===== config.mk =====
export PLATFORM = sky130hd
export DESIGN_NAME = cssu_top
export DESIGN_NICKNAME = d
export VERILOG_FILES = /design/src/core/cssu_pkg.sv /design/src/core/cssu_top.sv /design/src/core/cssu_sync.sv /design/src/core/cssu_clock_gate.sv
export VERILOG_INCLUDE_DIRS = /design/src /design/src/core
export SDC_FILE = /design/constraint.sdc
export NUM_CORES = 1
export LEC_CHECK = 0
export BUFFER_PORTS_ARGS = -buffer_cell sky130_fd_sc_hd__buf_2
export CORE_ASPECT_RATIO = 1.1
export CORE_MARGIN = 4
export CORE_UTILIZATION = 54
export CTS_CLUSTER_SIZE = 28
export DETAILED_ROUTE_END_ITERATION = 8
export PLACE_DENSITY = 0.8
export SYNTH_ARGS = -nofsm -noshare
export SYNTH_HDL_FRONTEND = slang
export SYNTH_SLANG_ARGS = --single-unit

===== constraint.sdc =====
create_clock -name clk_sys -period 4.6 [get_ports clk_sys]
set_input_delay 0 -clock clk_sys [delete_from_list [all_inputs] [get_ports clk_sys]]
set_output_delay 0 -clock clk_sys [all_outputs]
set_load 0.005 [all_outputs]

===== src/core/cssu_map.svh =====
`ifndef CSSU_MAP_SVH
`define CSSU_MAP_SVH

// Register byte offsets on the AXI4-Lite port.
`define CSSU_CTRL_OFS 8'h00
`define CSSU_SLEEP_OFS 8'h04
`define CSSU_STATUS_OFS 8'h08
`define CSSU_FUSE_OFS 8'h0c

// Control register fields.
`define CSSU_CTRL_MODE_LSB 0
`define CSSU_CTRL_DIVOFF_BIT 3
`define CSSU_CTRL_ASYEXT_BIT 4
`define CSSU_CTRL_RST 5'h00

// AXI responses.
`define CSSU_RESP_OK 2'h0
`define CSSU_RESP_ERR 2'h2

// Shipped fuse values, used until the first capture after reset.
`define CSSU_DEF_SEL 4'h2
`define CSSU_DEF_SUT 2'h2
`define CSSU_DEF_DIV8 1'b0

// Timing counts.
`define CSSU_WD_SHORT 4096
`define CSSU_WD_LONG 65536
`define CSSU_OSC_XTAL 16384
`define CSSU_OSC_LFXT 32768
`define CSSU_OSC_1K 17'd1024
`define CSSU_OSC_258 17'd258
`define CSSU_OSC_RC 17'd6
`define CSSU_SETTLE 3'h3

`endif


===== src/core/cssu_pkg.sv =====
package cssu_pkg;

	typedef enum logic [5:0] {
		ST_SAMPLE = 6'h01,
		ST_RSTDLY = 6'h02,
		ST_OSC = 6'h04,
		ST_RUN = 6'h08,
		ST_SLEEP = 6'h10,
		ST_WAKE = 6'h20
	} cssu_state_t;

	typedef enum logic [2:0] {
		SRC_XTAL = 3'h0,
		SRC_LFXT = 3'h1,
		SRC_RC = 3'h2,
		SRC_EXT = 3'h3,
		SRC_RSVD = 3'h4
	} cssu_src_t;

	typedef enum logic [2:0] {
		SLP_IDLE = 3'h0,
		SLP_ADCNR = 3'h1,
		SLP_PDOWN = 3'h2,
		SLP_PSAVE = 3'h3,
		SLP_STBY = 3'h6
	} cssu_sleep_t;

	// A fuse bit at zero is programmed, so the codes below are raw pin levels.
	function automatic cssu_src_t cssu_decode_src(logic [3:0] sel);
		if (sel[3]) begin
			return SRC_XTAL;
		end else if (sel[2]) begin
			return SRC_LFXT;
		end else if (sel == 4'h2) begin
			return SRC_RC;
		end else if (sel == 4'h0) begin
			return SRC_EXT;
		end
		return SRC_RSVD;
	endfunction : cssu_decode_src

endpackage : cssu_pkg


===== src/core/cssu_top.sv =====
`timescale 1ns/1ps
// Contract
// - Fuse field picks the clock source.
// - Fuse bit one unprogrammed, zero programmed.
// - Selected source feeds the clock generator.
// - Deep-sleep wake waits oscillator start-up count.
// - Reset adds extra delay before running.
// - Reset delay counts watchdog oscillator cycles.
// - Reset delay is 0, 4096 or 65536 cycles.
// - Shipped: RC source, longest start-up, divide-by-eight.
// - Default prescales the RC clock by eight.
// - Core halts whenever core domain halted.
// - Peripherals on peripheral domain; some interrupts async.
// - Serial start detected while peripheral clock halted.
// - Program memory domain follows core domain.
// - Async timer domain runs through sleep.
// - Converter domain runs while core, peripherals halt.
// - Sleep mode halts unused domains.
// - Programmed divide fuse divides internal oscillator.
`include "cssu_map.svh"
module cssu_top
	import cssu_pkg::*;
#(
	parameter int WD_SHORT = `CSSU_WD_SHORT,
	parameter int WD_LONG = `CSSU_WD_LONG,
	parameter int OSC_XTAL = `CSSU_OSC_XTAL,
	parameter int OSC_LFXT = `CSSU_OSC_LFXT
) (
	// System
	input wire logic clk_sys,
	input wire logic rst,
	// AXI4-Lite slave
	input wire logic [7:0] s_axi_awaddr,
	input wire logic s_axi_awvalid,
	output logic s_axi_awready,
	input wire logic [31:0] s_axi_wdata,
	input wire logic [3:0] s_axi_wstrb,
	input wire logic s_axi_wvalid,
	output logic s_axi_wready,
	output logic [1:0] s_axi_bresp,
	output logic s_axi_bvalid,
	input wire logic s_axi_bready,
	input wire logic [7:0] s_axi_araddr,
	input wire logic s_axi_arvalid,
	output logic s_axi_arready,
	output logic [31:0] s_axi_rdata,
	output logic [1:0] s_axi_rresp,
	output logic s_axi_rvalid,
	input wire logic s_axi_rready,
	// Fuse pins
	input wire logic [3:0] sourceSelectFuses,
	input wire logic [1:0] startupLengthFuses,
	input wire logic divideByEightFuse,
	// Oscillator pins: crystal, low-frequency crystal, RC, external
	input wire logic [3:0] srcClkPins,
	input wire logic watchdogOscillatorPin,
	// Asynchronous event pins
	input wire logic extIrqPin,
	input wire logic serialStartPin,
	// Domain clock enables
	output logic coreClockDomain,
	output logic peripheralClockDomain,
	output logic programMemoryClockDomain,
	output logic asyncTimerClockDomain,
	output logic converterClockDomain,
	// Status
	output logic cpuRun,
	output logic extIrqDetect,
	output logic serialStartDetect
);
	localparam int NSYNC = 14;
	localparam int P_SRC = 7;
	localparam int P_WD = 11;
	localparam int P_IRQ = 12;
	localparam int P_START = 13;

	if (WD_SHORT < 1 || WD_LONG >= 131072 || OSC_XTAL >= 131072 || OSC_LFXT >= 131072)
	begin : g_bad
		$error("cssu_top counts must fit 17 bits");
	end

	logic [NSYNC-1:0] syncLevel;
	logic [NSYNC-1:0] syncRise;

	cssu_sync #(.W(NSYNC)) u_sync (
		.clk_sys(clk_sys),
		.rst(rst),
		.pinIn({serialStartPin, extIrqPin, watchdogOscillatorPin, srcClkPins,
			divideByEightFuse, startupLengthFuses, sourceSelectFuses}),
		.level(syncLevel),
		.rise(syncRise)
	);

	// Fuse capture, prescaler and state machine.
	cssu_state_t state_q, state_d;
	cssu_sleep_t sleepMode_q, sleepMode_d;
	logic [16:0] cnt_q, cnt_d;
	logic [3:0] sel_q, sel_d;
	logic [1:0] sut_q, sut_d;
	logic div8_q, div8_d;
	logic [2:0] preCnt_q, preCnt_d;
	logic irqDet_q, irqDet_d;
	logic startDet_q, startDet_d;
	logic [4:0] ctrl_q, ctrl_d;
	logic sleepReq;
	cssu_src_t srcRaw, srcEff;
	logic [1:0] srcIdx;
	logic srcTick, genTick, asyTick, div8Active;
	logic [16:0] wdTgt, oscTgt;
	logic coreOn, periphOn, adcOn;
	logic [4:0] domTick, domReq, domOut;

	function automatic logic [16:0] wdTarget(cssu_src_t s, logic c0, logic [1:0] startup_length_fuses);
		logic [2:0] k;
		k = {c0, startup_length_fuses};
		if (s == SRC_XTAL) begin
			case (k)
				3'h0, 3'h3, 3'h6: return 17'(WD_SHORT);
				3'h1, 3'h4, 3'h7: return 17'(WD_LONG);
				default: return 17'h0;
			endcase
		end
		case (startup_length_fuses)
			2'h0: return 17'h0;
			2'h1: return 17'(WD_SHORT);
			default: return 17'(WD_LONG);
		endcase
	endfunction : wdTarget

	function automatic logic [16:0] oscTarget(cssu_src_t s, logic c0, logic [1:0] startup_length_fuses);
		if (s == SRC_XTAL) begin
			if (c0) begin
				return (startup_length_fuses == 2'h0) ? `CSSU_OSC_1K : 17'(OSC_XTAL);
			end
			return startup_length_fuses[1] ? `CSSU_OSC_1K : `CSSU_OSC_258;
		end else if (s == SRC_LFXT) begin
			return c0 ? 17'(OSC_LFXT) : `CSSU_OSC_1K;
		end
		return `CSSU_OSC_RC;
	endfunction : oscTarget

	always_comb begin
		srcRaw = cssu_decode_src(sel_q);
		srcEff = (srcRaw == SRC_RSVD) ? SRC_RC : srcRaw;
		srcIdx = srcEff[1:0];
		srcTick = syncRise[P_SRC + int'(srcIdx)];
		div8Active = (srcEff == SRC_RC) && !div8_q && !ctrl_q[`CSSU_CTRL_DIVOFF_BIT];
		genTick = srcTick && (!div8Active || preCnt_q == 3'h7);
		asyTick = ctrl_q[`CSSU_CTRL_ASYEXT_BIT] ? syncRise[P_SRC + 3] : syncRise[P_SRC + 1];
		wdTgt = wdTarget(srcEff, sel_q[0], sut_q);
		oscTgt = oscTarget(srcEff, sel_q[0], sut_q);
		coreOn = (state_q == ST_RUN);
		periphOn = coreOn;
		adcOn = coreOn;
		if (state_q == ST_SLEEP) begin
			unique case (sleepMode_q)
				SLP_IDLE: begin
					periphOn = 1'b1;
					adcOn = 1'b1;
				end
				SLP_ADCNR: adcOn = 1'b1;
				SLP_PDOWN, SLP_PSAVE, SLP_STBY: adcOn = 1'b0;
				default: begin
					periphOn = 1'b1;
					adcOn = 1'b1;
				end
			endcase
		end
	end

	always_comb begin
		state_d = state_q;
		sleepMode_d = sleepMode_q;
		cnt_d = cnt_q;
		sel_d = sel_q;
		sut_d = sut_q;
		div8_d = div8_q;
		preCnt_d = srcTick ? preCnt_q + 3'h1 : preCnt_q;
		irqDet_d = syncRise[P_IRQ];
		startDet_d = syncRise[P_START] && !periphOn;
		unique case (state_q)
			ST_SAMPLE: begin
				cnt_d = cnt_q + 17'h1;
				if (cnt_q[2:0] == `CSSU_SETTLE) begin
					sel_d = syncLevel[3:0];
					sut_d = syncLevel[5:4];
					div8_d = syncLevel[6];
					cnt_d = 17'h0;
					preCnt_d = 3'h0;
					state_d = ST_RSTDLY;
				end
			end
			ST_RSTDLY: begin
				if (cnt_q >= wdTgt) begin
					cnt_d = 17'h0;
					state_d = ST_OSC;
				end else if (syncRise[P_WD]) begin
					cnt_d = cnt_q + 17'h1;
				end
			end
			ST_OSC, ST_WAKE: begin
				if (cnt_q >= oscTgt) begin
					cnt_d = 17'h0;
					state_d = ST_RUN;
				end else if (srcTick) begin
					cnt_d = cnt_q + 17'h1;
				end
			end
			ST_RUN: begin
				if (sleepReq) begin
					sleepMode_d = cssu_sleep_t'(ctrl_q[2:0]);
					state_d = ST_SLEEP;
				end
			end
			ST_SLEEP: begin
				if (syncRise[P_IRQ] || syncRise[P_START]) begin
					cnt_d = 17'h0;
					state_d = (sleepMode_q == SLP_PDOWN || sleepMode_q == SLP_PSAVE)
						? ST_WAKE : ST_RUN;
				end
			end
		endcase
	end

	always_ff @(posedge clk_sys) begin
		if (rst) begin
			state_q <= ST_SAMPLE;
			sleepMode_q <= SLP_IDLE;
			cnt_q <= 17'h0;
			sel_q <= `CSSU_DEF_SEL;
			sut_q <= `CSSU_DEF_SUT;
			div8_q <= `CSSU_DEF_DIV8;
			preCnt_q <= 3'h0;
			irqDet_q <= 1'b0;
			startDet_q <= 1'b0;
		end else begin
			state_q <= state_d;
			sleepMode_q <= sleepMode_d;
			cnt_q <= cnt_d;
			sel_q <= sel_d;
			sut_q <= sut_d;
			div8_q <= div8_d;
			preCnt_q <= preCnt_d;
			irqDet_q <= irqDet_d;
			startDet_q <= startDet_d;
		end
	end

	// Domain order: core, peripheral, program memory, async timer, converter.
	assign domTick = {genTick, asyTick, genTick, genTick, genTick};
	assign domReq = {adcOn, 1'b1, coreOn, periphOn, coreOn};

	for (genvar g = 0; g < 5; g++) begin : g_dom
		cssu_clock_gate u_gate (
			.clk_sys(clk_sys),
			.rst(rst),
			.srcTick(domTick[g]),
			.enReq(domReq[g]),
			.gatedTick(domOut[g])
		);
	end

	assign coreClockDomain = domOut[0];
	assign peripheralClockDomain = domOut[1];
	assign programMemoryClockDomain = domOut[2];
	assign asyncTimerClockDomain = domOut[3];
	assign converterClockDomain = domOut[4];
	assign cpuRun = state_q[3];
	assign extIrqDetect = irqDet_q;
	assign serialStartDetect = startDet_q;

	// AXI4-Lite slave: one write and one read at a time.
	logic awHeld_q, awHeld_d, wHeld_q, wHeld_d;
	logic [7:0] awAddr_q, awAddr_d;
	logic [31:0] wData_q, wData_d;
	logic wStrb0_q, wStrb0_d;
	logic bValid_q, bValid_d, rValid_q, rValid_d;
	logic [1:0] bResp_q, bResp_d, rResp_q, rResp_d;
	logic [31:0] rData_q, rData_d;

	function automatic logic mapped(logic [7:0] a);
		return a[7:4] == 4'h0 && a[1:0] == 2'h0;
	endfunction : mapped

	always_comb begin
		awHeld_d = awHeld_q;
		awAddr_d = awAddr_q;
		wHeld_d = wHeld_q;
		wData_d = wData_q;
		wStrb0_d = wStrb0_q;
		bValid_d = bValid_q && !s_axi_bready;
		bResp_d = bResp_q;
		rValid_d = rValid_q && !s_axi_rready;
		rData_d = rData_q;
		rResp_d = rResp_q;
		ctrl_d = ctrl_q;
		sleepReq = 1'b0;
		if (s_axi_awvalid && s_axi_awready) begin
			awHeld_d = 1'b1;
			awAddr_d = s_axi_awaddr;
		end
		if (s_axi_wvalid && s_axi_wready) begin
			wHeld_d = 1'b1;
			wData_d = s_axi_wdata;
			wStrb0_d = s_axi_wstrb[0];
		end
		if (awHeld_q && wHeld_q && !bValid_q) begin
			awHeld_d = 1'b0;
			wHeld_d = 1'b0;
			bValid_d = 1'b1;
			bResp_d = mapped(awAddr_q) ? `CSSU_RESP_OK : `CSSU_RESP_ERR;
			if (awAddr_q == `CSSU_CTRL_OFS && wStrb0_q) begin
				ctrl_d = wData_q[4:0];
			end
			if (awAddr_q == `CSSU_SLEEP_OFS) begin
				sleepReq = wStrb0_q && wData_q[0];
			end
		end
		if (s_axi_arvalid && s_axi_arready) begin
			rValid_d = 1'b1;
			rResp_d = mapped(s_axi_araddr) ? `CSSU_RESP_OK : `CSSU_RESP_ERR;
			unique case (s_axi_araddr)
				`CSSU_CTRL_OFS: rData_d = {27'h0, ctrl_q};
				`CSSU_STATUS_OFS: rData_d = {21'h0, domReq, state_q};
				`CSSU_FUSE_OFS: rData_d = {24'h0, srcRaw == SRC_RSVD, div8_q, sut_q, sel_q};
				default: rData_d = 32'h0;
			endcase
		end
	end

	always_ff @(posedge clk_sys) begin
		if (rst) begin
			awHeld_q <= 1'b0;
			awAddr_q <= 8'h00;
			wHeld_q <= 1'b0;
			wData_q <= 32'h0;
			wStrb0_q <= 1'b0;
			bValid_q <= 1'b0;
			bResp_q <= 2'h0;
			rValid_q <= 1'b0;
			rData_q <= 32'h0;
			rResp_q <= 2'h0;
			ctrl_q <= `CSSU_CTRL_RST;
		end else begin
			awHeld_q <= awHeld_d;
			awAddr_q <= awAddr_d;
			wHeld_q <= wHeld_d;
			wData_q <= wData_d;
			wStrb0_q <= wStrb0_d;
			bValid_q <= bValid_d;
			bResp_q <= bResp_d;
			rValid_q <= rValid_d;
			rData_q <= rData_d;
			rResp_q <= rResp_d;
			ctrl_q <= ctrl_d;
		end
	end

	assign s_axi_awready = !awHeld_q && !bValid_q;
	assign s_axi_wready = !wHeld_q && !bValid_q;
	assign s_axi_bvalid = bValid_q;
	assign s_axi_bresp = bResp_q;
	assign s_axi_arready = !rValid_q;
	assign s_axi_rvalid = rValid_q;
	assign s_axi_rdata = rData_q;
	assign s_axi_rresp = rResp_q;
endmodule : cssu_top


===== src/core/cssu_sync.sv =====
`timescale 1ns/1ps
module cssu_sync #(
	parameter int W = 1
) (
	// System
	input wire logic clk_sys,
	input wire logic rst,
	// Pins
	input wire logic [W-1:0] pinIn,
	// Synchronised
	output logic [W-1:0] level,
	output logic [W-1:0] rise
);
	logic [W-1:0] meta_q;
	logic [W-1:0] sync_q;
	logic [W-1:0] prev_q;

	if (W < 1) begin : g_bad
		$error("cssu_sync needs W of at least 1");
	end

	always_ff @(posedge clk_sys) begin
		if (rst) begin
			meta_q <= '0;
			sync_q <= '0;
			prev_q <= '0;
		end else begin
			meta_q <= pinIn;
			sync_q <= meta_q;
			prev_q <= sync_q;
		end
	end

	assign level = sync_q;
	assign rise = sync_q & ~prev_q;
endmodule : cssu_sync


===== src/core/cssu_clock_gate.sv =====
`timescale 1ns/1ps
module cssu_clock_gate (
	// System
	input wire logic clk_sys,
	input wire logic rst,
	// Control
	input wire logic srcTick,
	input wire logic enReq,
	// Gated enable
	output logic gatedTick
);
	logic en_q;
	logic en_d;
	logic gatedTick_q;
	logic gatedTick_d;

	// The gate only changes between pulses, so no pulse is ever cut short.
	always_comb begin
		en_d = srcTick ? en_q : enReq;
		gatedTick_d = srcTick & en_q;
	end

	always_ff @(posedge clk_sys) begin
		if (rst) begin
			en_q <= 1'b0;
			gatedTick_q <= 1'b0;
		end else begin
			en_q <= en_d;
			gatedTick_q <= gatedTick_d;
		end
	end

	assign gatedTick = gatedTick_q;
endmodule : cssu_clock_gate


[After elaboration in Yosys (flattened, before gate mapping)]
Cells that the tools add are included.
Word-level totals
  flip-flop bits (word level): 147
  latch bits: 0
  RAM bits: 0
  memory bits (read-only): 0
  output and inout port bits: 49
  word-level logic and storage cells: 186
  memories: 0
Cells by class
  $add $sub $neg: 3
  $mul: 0
  div/mod/pow operators: 0
  magnitude comparators: 3
  equality and inequality tests: 32
  shifts and indexed selects: 0
  muxes and demuxes: 59
  bitwise logic cells: 6
  reduce and logical (&&, ||, !) cells: 52
Operator list (count)
  $mux W17: 13
  $pmux W17 S2: 2
  $pmux W17 S4: 1
  $mux W6: 6
  $ge A17 B17 Y1: 2
  $pmux W11 S3: 1
  $pmux W6 S5: 1
  $mux W3: 9
  $mux W1: 20
  $eq A3 B3 Y1 const B: 6
  $add A17 B1 Y17 const B: 1
  $logic_and A1 B1 Y1: 17
  $eq A8 B4 Y1 const B: 2
  $logic_not A8 Y1: 2
  $mux W16: 1
  $eq A3 B2 Y1 const B: 5
  $mux W15: 1
  $and A14 B14 Y14: 1
  $not A14 Y14: 1
  $logic_not A4 Y1: 3
  $mux W11: 1
  $logic_not A1 Y1: 10
  $eq A3 B1 Y1 const B: 3
  $reduce_or A3 Y1: 3
  27 further kinds: 43

[Depth between registers and ports, before layout]
Gate-level depths: netlist (run 1).
  word-level depth: 16
  gate-level depth with buffers: 19

[Modules after synthesis]
From an unflattened synthesis (run 1), not the netlist that was laid out.
Second synthesis, totals
  cell total of the unflattened synthesis: 616
  area total of the unflattened synthesis: 5679.2 µm²
By module, submodules not included
  cssu_top: instances 1, cells each 484, area an instance 4155.2 µm², sequential area each 1481.4 µm²
  cssu_sync: instances 1, cells each 102, area an instance 1211.2 µm², sequential area each 840.8 µm²
  cssu_clock_gate: instances 5, cells each 6, area an instance 62.6 µm², sequential area each 40.0 µm²

[Worst setup path after synthesis (run 1)]
Ideal clock, no wire load.
  path type: register to register
  from: register sel_q[0]
  to: register cnt_q[15]
  arrival time: 3.435 ns
  required time: 4.505 ns
  slack: 1.070 ns
  stages on the path, launching flop included: 18
  path buffers: 3
  period minus slack after synthesis: 3.530 ns
  path through: dfxtp_1 buf_6 o21ba_1 or2_0 buf_2 ha_1 clkbuf_1 inv_1 nor4b_1 o21ai_0 ha_1 nand2_1 nand2_1 a211o_1 o21a_1 and2_1 or4_1 o311ai_1
Between the ends
  word-level cells in the longest chain between the ends: 15
RTL lines
  start: declaration: line cssu_top.sv:98  | logic [3:0] sel_q, sel_d;
  start signal: assignment: line cssu_top.sv:230  | sel_q <= `CSSU_DEF_SEL;
  start signal: assignment: line cssu_top.sv:240  | sel_q <= sel_d;
  $logic_not A4 Y1: line cssu_pkg.sv:36  | end else if (sel == 4'h0) begin
  $mux W1: line cssu_pkg.sv:36
  $mux W1: line cssu_pkg.sv:34  | end else if (sel == 4'h2) begin
  $mux W1: line cssu_pkg.sv:32  | end else if (sel[2]) begin
  $mux W1: line cssu_pkg.sv:30  | if (sel[3]) begin
  $mux W3: line cssu_pkg.sv:39  | return SRC_RSVD;
  $eq A3 B3 Y1: line cssu_top.sv:144  | srcEff = (srcRaw == SRC_RSVD) ? SRC_RC : srcRaw;
  $mux W3: line cssu_top.sv:144
  $eq A3 B1 Y1: line cssu_top.sv:136  | end else if (s == SRC_LFXT) begin
  $mux W1: line cssu_top.sv:136
  $mux W1: line cssu_top.sv:131  | if (s == SRC_XTAL) begin
  $mux W17: line cssu_top.sv:139  | return `CSSU_OSC_RC;
  $ge A17 B17 Y1: line cssu_top.sv:202  | if (cnt_q >= oscTgt) begin
  $ne A3 B3 Y1 (no source line) / $mux W17 (equally long branches)
  $reduce_and A4 Y1 (no source line) / $pmux W17 S4 (equally long branches)
  end signal: assignment: line cssu_top.sv:239  | cnt_q <= cnt_d;
  end: declaration: line cssu_top.sv:97  | logic [16:0] cnt_q, cnt_d;
Several ways; a longest one is shown, not always the timed one. The select of a mux whose other input is x is not followed.
A chain may end at the register's enable or synchronous reset.

[Worst setup path in the final report (run 1)]
Same ends and word-level chain as after synthesis.

==> results of run 1 <==
## stage by stage
stage | cells | utilization
2_1_floorplan | 625 | -
5_1_grt | 840 | 0.707
4_1_cts | 840 | 0.706
6_report | 840 | 0.707
3_5_place_dp | 754 | 0.589
3_3_place_gp | 754 | 0.589
## how the worst max path moves through the flow
stage	to	start	cells past startpoint
finish	cnt_q[15]	sel_q[0]	14
floorplan	cnt_q[15]	sel_q[0]	17
CTS	cnt_q[15]	sel_q[0]	14
detailed placement	cnt_q[15]	sel_q[0]	14
global route	cnt_q[16]	sel_q[0]	14
global placement	cnt_q[16]	sel_q[0]	14
## logic make-up after synthesis
| logic type | after synthesis |
|---|---|
| AO/OA/AOI/OAI | 106 |
| flip-flops | 120 |
| XOR/XNOR | 2 |
| AND/OR/NAND/NOR | 252 |
| adder cells (fa/ha/maj) | 16 |
| other | 1 |
| buffers and inverters | 81 |
| multiplexers | 25 |
## cell usage after synthesis, types with 3 or more instances
master / n / area (sq um)
buf_1: 7 / 26.3
mux2_2: 4 / 45.0
or4_1: 3 / 22.5
o2111ai_1: 4 / 35.0
inv_1: 24 / 90.1
nor3b_1: 7 / 52.6
dfxtp_1: 120 / 2400
and2_1: 8 / 50.1
a22oi_1: 7 / 52.6
buf_4: 24 / 180
a21oi_1: 24 / 120
ha_1: 16 / 200
nor2_1: 58 / 218
nor2b_1: 49 / 307
a22o_1: 5 / 43.8
a32o_1: 10 / 100
and3_1: 5 / 31.3
nand2b_1: 8 / 50.1
o22a_1: 6 / 52.6
buf_6: 3 / 33.8
nor4_1: 9 / 56.3
nand3b_1: 5 / 37.5
nand2_1: 44 / 165
buf_2: 3 / 15.0
o21ai_0: 24 / 120
nand4_1: 6 / 37.5
clkbuf_1: 19 / 71.3
mux2i_1: 21 / 210
and3b_1: 3 / 26.3
nand3_1: 15 / 75.1
nor3_1: 19 / 95.1
## state kept, by name, indices dropped and copies added, names as in the netlist, 2 cells and up
signal	cells
u_sync.meta_q	14
s_axi_rdata	11
sut_q	2
u_sync.level	14
state_q	6
sel_q	4
cnt_q	17
awAddr_q	8
g_dom.u_gate.en_q	4
ctrl_q	5
wData_q	5
preCnt_q	3
g_dom.u_gate.gatedTick	4
sleepMode_q	3
u_sync.prev_q	10
## layer usage
metal,GRT usage,up-vias
met4,0.0959,0
met1,0.279,2230
met3,0.0566,38
li1,-,2276
met2,0.438,187
met5,0,-
## critical path, stage by stage (launching register included)
cell,delay [ns]
dfxtp_1,0.50
o21ba_1,0.26
or2_0,0.33
ha_2,0.38
inv_1,0.16
nor4b_1,0.35
o21ai_0,0.21
ha_1,0.22
nor4_1,0.17
nand2_1,0.08
a211o_1,0.32
o21a_1,0.25
and2_1,0.29
or4_1,0.52
o311ai_1,0.09
## what timing repair did
item,in CTS,in global routing
hold buffers,55,0
hold endpoints to repair,41,0
gates resized for setup,0,1
endpoints found under the setup margin,0,2
buffers inserted,0,0
## final cells by class
| class | count | area, sq um | share of cell area |
|---|---|---|---|
| clock buffer | 18 | 418 | 0.0620 |
| clock inverter | 13 | 148 | 0.0219 |
| multi-input combinational | 424 | 2640 | 0.391 |
| timing repair buffer | 123 | 893 | 0.133 |
| sequential | 120 | 2400 | 0.357 |
| tap | 117 | 146 | 0.0217 |
| inverter | 25 | 93.8 | 0.0139 |
## power by group through the flow
stage               sequential (uW)  clock [uW]  combinational, uW
floorplan                      1160           0                449
global placement               1170           0                494
detailed placement             1180           0                515
CTS                            1160        1270                557
global route                   1170        1320                633
finish                         1160        1260                568
## cells in the final DEF, fill, tap and decap left out, types with 3 or more instances in the layout
cell           instances
buf_2                 67
nor4_1                 9
and3b_1                3
and2_1                 8
o22a_1                 6
a21oi_1               24
a22o_1                 5
clkinvlp_4             4
nor2b_1               49
ha_1                  15
conb_1                23
dfxtp_1              120
inv_1                 24
nand2b_1               8
nand3_1               15
or4_1                  3
clkinv_4               3
a22oi_1                7
nand4_1                6
nor2_1                58
mux2_2                 4
o21ai_0               24
o2111ai_1              4
and3_1                 5
a32o_1                10
dlygate4sd3_1         55
nor3b_1                7
nor3_1                19
nand3b_1               5
clkbuf_16             16
nand2_1               44
inv_6                  3
mux2i_1               21
==> summary.txt, run 1 <==
Logic synthesis
  • Async S/R FF share, synth: 0
  • Avg Inst Size Synth: 8.91 sq um
  • Compound-Gate Fraction of Synth Area: 0.139
  • Netlist Area Pre-Place: 5370 sq um
  • Yosys reg bits: 120
  • Post-synthesis cell count: 603
  • Post-synthesis simple-gate area fraction: 0.247
  • Xor/xnor share of the synthesized area: 0.00326
  • Mux cell area share after synthesis: 0.0475
  • Largest family of logic cells by synthesized area: simple AND/OR/NAND/NOR gates
  • Ys Warns: 0
  • Main synth FF type: dfxtp_1
  • EDFF count, synth: 0
  • Synth Area in Adders: 0.0373
  • Synth unique cells: 63
  • Sequential area share after synthesis: 0.447

Global routing
  • Largest net degree at the start of global routing: 116
  • GRT Total Usage: 0.246
  • Initial antenna violation count: 0
  • GRT Residual Overflow: 0
  • First-pass GRT wire length: 22700 um
  • Vias in the first global route: 4808

Hold path
  • Hold Path Origin: s_axi_araddr[5]
  • Hold Path Cell Cnt: 6
  • Worst Hold End: s_axi_rdata[2]
  • Hold/Removal Path Class: in2reg

Timing
  • Hold_ws: 0.0143 ns
  • Clock Skew: 0.00748 ns
  • Final worst path period share: 0.918
  • TNS Setup: 0 ns
  • Rel. slew slack: 0.230
  • Final setup vio count: 0
  • Max Transition Viols Final: 0
  • RSZ-0062 raised after global routing: false
  • Worst slew pin tran: 1.14 ns
  • Final hold vios: 0
  • Setup WS post-layout: 0.376 ns
  • Fmax: 0.237 GHz
  • Final min period: 4.22 ns

Finish
  • Final instance area: 6740 sq um
  • Fillers: 689
  • Layout cell share with drive strength beyond 1: 0.152
  • P&R area growth vs syn: 25.4%
  • ANT cells: 0
  • Final #Nets: 800

Pwr
  • Sw Ratio: 0.290
  • Sequential share of power: 0.388
  • Clk pwr share: 0.422
  • Worst VDD drop: 0.346 mV
  • NetSw: 866 uW
  • Gate power share: 0.190
  • Static Leak: 0.00284 uW
  • Final Total Pwr: 2990 uW
  • Int Pwr: 2120 uW
  • Power per cell area: 443 nW/um^2

Floorplan
  • Chip height: 113 um
  • Core area: 9540 sq um
  • Total die area: 11600 sq um
  • Die width: 103 um
  • # rows: 37
  • Initial Utilization: 0.564
  • Top Ports: 122

Route
  • First-pass DRT Iterations: 5
  • Wire length per cell: 16.0 um
  • DR vias/cell: 5.63
  • Routed wl met3: 711 um
  • Routed Antenna Nets: 0
  • DRT Wirelength: 13400 um
  • Met2 wire length: 7190 um
  • Initial drt markers: 292
  • WL met1: 5160 um
  • DR DRC count: 0
  • Top Layer Used: met4
  • Vias after detailed routing: 4731

CTS
  • Cts bufs inserted: 17
  • # H-tree levels: 4
  • Clk buf depth: 2
  • CTS sink cnt: 120
  • Clk root buf: clkbuf_8
  • Worst-skew pair later-pin latency: 0.52 ns
  • CTS tree: done
  • Clk pin slew, worst setup/hold paths: 0.06 ns

Worst setup path
  • R2r setup slk: 0.38 ns
  • CP Launch Type: register
  • Worst Path Required: 5.02 ns
  • Reg2reg end: cnt_q[15]
  • Arr. time, crit path: 4.65 ns
  • FF-to-FF path depth: 14
  • Crit path capture type: register
  • RR Startpoint: sel_q[0]
  • Setup Crit Path Kind: reg2reg
  • Worst-path fanout max: 12

Outcome
  • Outcome: complete, no violations

Placed design
  • RePlAce Congestion: 0.907
  • DP HPWL: 7850 um
  • Post-DP Area: 5620 sq um
  • IO buf count: 68
  • DP Worst Slack: 0.372 ns

Job
  • Max_cap viols: 0
Power figures use the tool's default switching activity.
==> run 2: changes to the inputs <==
BUFFER_PORTS_ARGS = -buffer_cell sky130_fd_sc_hd__buf_4   (was -buffer_cell sky130_fd_sc_hd__buf_2)
PLACE_DENSITY = 0.78   (was 0.8)
==> summary.txt, run 2 (same netlist as run 1, synthesis figures left out) <==
Placed design
  • IO buf count: 68 (unchanged)
  • DP HPWL: 7890 um (was 7850 um)
  • Post-DP Area: 5790 sq um (was 5620 sq um)
  • Placed insts: 755 (was 754)
  • RePlAce Congestion: 0.859 (was 0.907)

Finish
  • P&R area growth vs syn: 28.1% (was 25.4%)
  • ANT cells: 0 (unchanged)
  • Max reg flops: 17 (unchanged)
  • Final instance area: 6880 sq um (was 6740 sq um)
  • Final core occ: 0.722 (was 0.707)
  • Final #Nets: 801 (was 800)
  • Fillers: 689 (unchanged)
  • Layout cell share with drive strength beyond 1: 0.153 (was 0.152)
  • Cell Count, Final, Fillers Out: 842 (was 840)
  • Most common cell after layout, fill and taps aside: dfxtp_1 (unchanged)
  • Register bank with the most flops: cnt_q (unchanged)
  • Highest-count cells in the layout ignoring fill and taps: dfxtp_1, buf_4, nor2_1 (was dfxtp_1, buf_2, nor2_1)

Worst setup path
  • Most used cell, CP: ha_1
  • CP Launch Type: register (unchanged)
  • Setup Crit Path Kind: reg2reg (unchanged)
  • Arr. time, crit path: 4.68 ns (was 4.65 ns)
  • Worst-path fanout max: 12 (unchanged)
  • Buf/Inv on CP: 1 (unchanged)
  • Crit path max-delay family: simple AND/OR/NAND/NOR gates (unchanged)
  • Delay of the slowest critical-path stage: 0.50 ns (was 0.52 ns)
  • CP cell instances: o21ba_1, or2_0, ha_1, inv_1, nor4b_1, o21ai_0, ha_1, nor4_1, nand2_1, a211o_1, o21a_1, and2_1, or4_1, o311ai_1 (was o21ba_1, or2_0, ha_2, inv_1, nor4b_1, o21ai_0, ha_1, nor4_1, nand2_1, a211o_1, o21a_1, and2_1, or4_1, o311ai_1)
  • Crit path capture type: register (unchanged)
  • Worst Path Required: 5.01 ns (was 5.02 ns)
  • Slowest-stage cell, CP: dfxtp_1 (was or4_1)

Timing
  • Rel. slew slack: 0.208 (was 0.230)
  • Max Transition Viols Final: 0 (unchanged)
  • RSZ-0062 raised after global routing: false (unchanged)
  • Clock Skew: 0.0154 ns (was 0.00748 ns)
  • Final setup vio count: 0 (unchanged)
  • Hold_ws: 0.0199 ns (was 0.0143 ns)
  • Final min period: 4.28 ns (was 4.22 ns)
  • Final worst path period share: 0.929 (was 0.918)
  • Worst slew pin tran: 1.17 ns (was 1.14 ns)
  • Final hold vios: 0 (unchanged)
  • TNS Setup: 0 ns (unchanged)
  • Fmax: 0.234 GHz (was 0.237 GHz)

CTS
  • Clk root buf: clkbuf_8 (unchanged)
  • # H-tree levels: 4 (unchanged)
  • Clk pin slew, worst setup/hold paths: 0.06 ns (about the same)
  • Worst-skew pair later-pin latency: 0.52 ns (about the same)
  • CTS tree: done (unchanged)
  • Post-CTS setup buffer count: 0 (unchanged)
  • Clk buf depth: 2 (unchanged)
  • Cts bufs inserted: 17 (unchanged)
  • CTS sink cnt: 120 (unchanged)

Pwr
  • Power per cell area: 423 nW/um^2 (was 443 nW/um^2)
  • Static Leak: 0.00287 uW (was 0.00284 uW)
  • Worst VDD drop: 0.274 mV (was 0.346 mV)

Route
  • DRT Wirelength: 12700 um (was 13400 um)
  • Vias after detailed routing: 4620 (was 4731)
  • Initial drt markers: 298 (was 292)
  • DR vias/cell: 5.49 (was 5.63)
  • Routed Antenna Nets: 0 (unchanged)
  • Wire length per cell: 15.0 um (was 16.0 um)
  • First-pass DRT Iterations: 5 (unchanged)
  • DR DRC count: 0 (unchanged)

Global routing
  • First-pass GRT wire length: 21000 um (was 22700 um)
  • Vias in the first global route: 4494 (was 4808)
  • M1 GR Usage: 0.272 (was 0.279)
  • GR met2 Demand/Resource: 0.387 (was 0.438)
  • Largest net degree at the start of global routing: 86 (was 116)
  • GRT Total Usage: 0.225 (was 0.246)
  • Busiest grt layer: met2 (unchanged)
  • Initial antenna violation count: 0 (unchanged)
  • Met3 Usage GRT: 0.0460 (was 0.0566)
  • GRT Residual Overflow: 0 (unchanged)

Job
  • Max_cap viols: 0 (unchanged)

Outcome
  • Outcome: complete, no violations (unchanged)

Floorplan
  • Core area: 9540 sq um (unchanged)
  • Die width: 103 um (unchanged)
  • Top Ports: 122 (unchanged)
  • Chip height: 113 um (unchanged)
  • Total die area: 11600 sq um (unchanged)
  • Initial Utilization: 0.564 (unchanged)
  • # rows: 37 (unchanged)

Hold path
  • Hold/Removal Path Class: in2reg (unchanged)
==> run 2: changes by cell type in the layout (fill, tap and decap cells not counted), sizes merged <==
| cell | delta |
|---|---|
| inv | +1 |
| clkbuf | +2 |
| buf | +1 |
| bufinv | -2 |
==> run 2: power by group <==
group | internal [uW] | switching, uW | leakage (uW)
clock network | 695 | 488 | 0.000255
logic | 258 | 316 | 0.00164
registers | 1100 | 55.0 | 0.000979
total | 2060 | 859 | 0.00287
==> run 2: worst min-delay path: stages <==
cell     delay (ns)
buf_4          0.08
nor2_1         0.04
nand4_1        0.13
nor2_1         0.09
nand3_1        0.08
a21oi_1        0.06
==> run 2: stage by stage <==
stage	power (uW)	setup WS, ns
3_5_place_dp	1700	0.372
2_1_floorplan	1610	1.07
5_1_grt	3060	0.00434
4_1_cts	2910	0.354
3_3_place_gp	1680	0.585
6_report	2910	0.325
==> run 2: final cells by class <==
| cell class | instances | area [sq um] | area share |
|---|---|---|---|
| clock buffer | 20 | 445 | 0.0647 |
| clock inverter | 12 | 92.6 | 0.0135 |
| inverter | 25 | 93.8 | 0.0136 |
| multi-input combinational | 424 | 2630 | 0.383 |
| sequential | 120 | 2400 | 0.349 |
| tap | 117 | 146 | 0.0213 |
| timing repair buffer | 124 | 1070 | 0.155 |
==> run 2: layer usage <==
metal / vias to the layer above / wire length (um)
met5: - / 0
met4: 0 / 263
met3: 29 / 591
met2: 142 / 6530
met1: 2167 / 5290
li1: 2282 / -
==> run 2: timing repair <==
action | 4_1_cts | 5_1_grt
hold buffers | 55 | 0
resized for setup | 0 | 0
hold endpoints to repair | 52 | 0
==> run 2: path summary, 6_finish.rpt <==
kind	start	endpoint	slack (ns)	depth (start not counted)
setup / recovery	sel_q[0]	cnt_q[16]	0.32	14
hold reg to reg	u_sync.meta_q[0]	u_sync.level[0]	0.43	1
hold / removal	s_axi_araddr[6]	s_axi_rdata[10]	0.02	6
setup reg to reg	sel_q[0]	cnt_q[16]	0.32	14
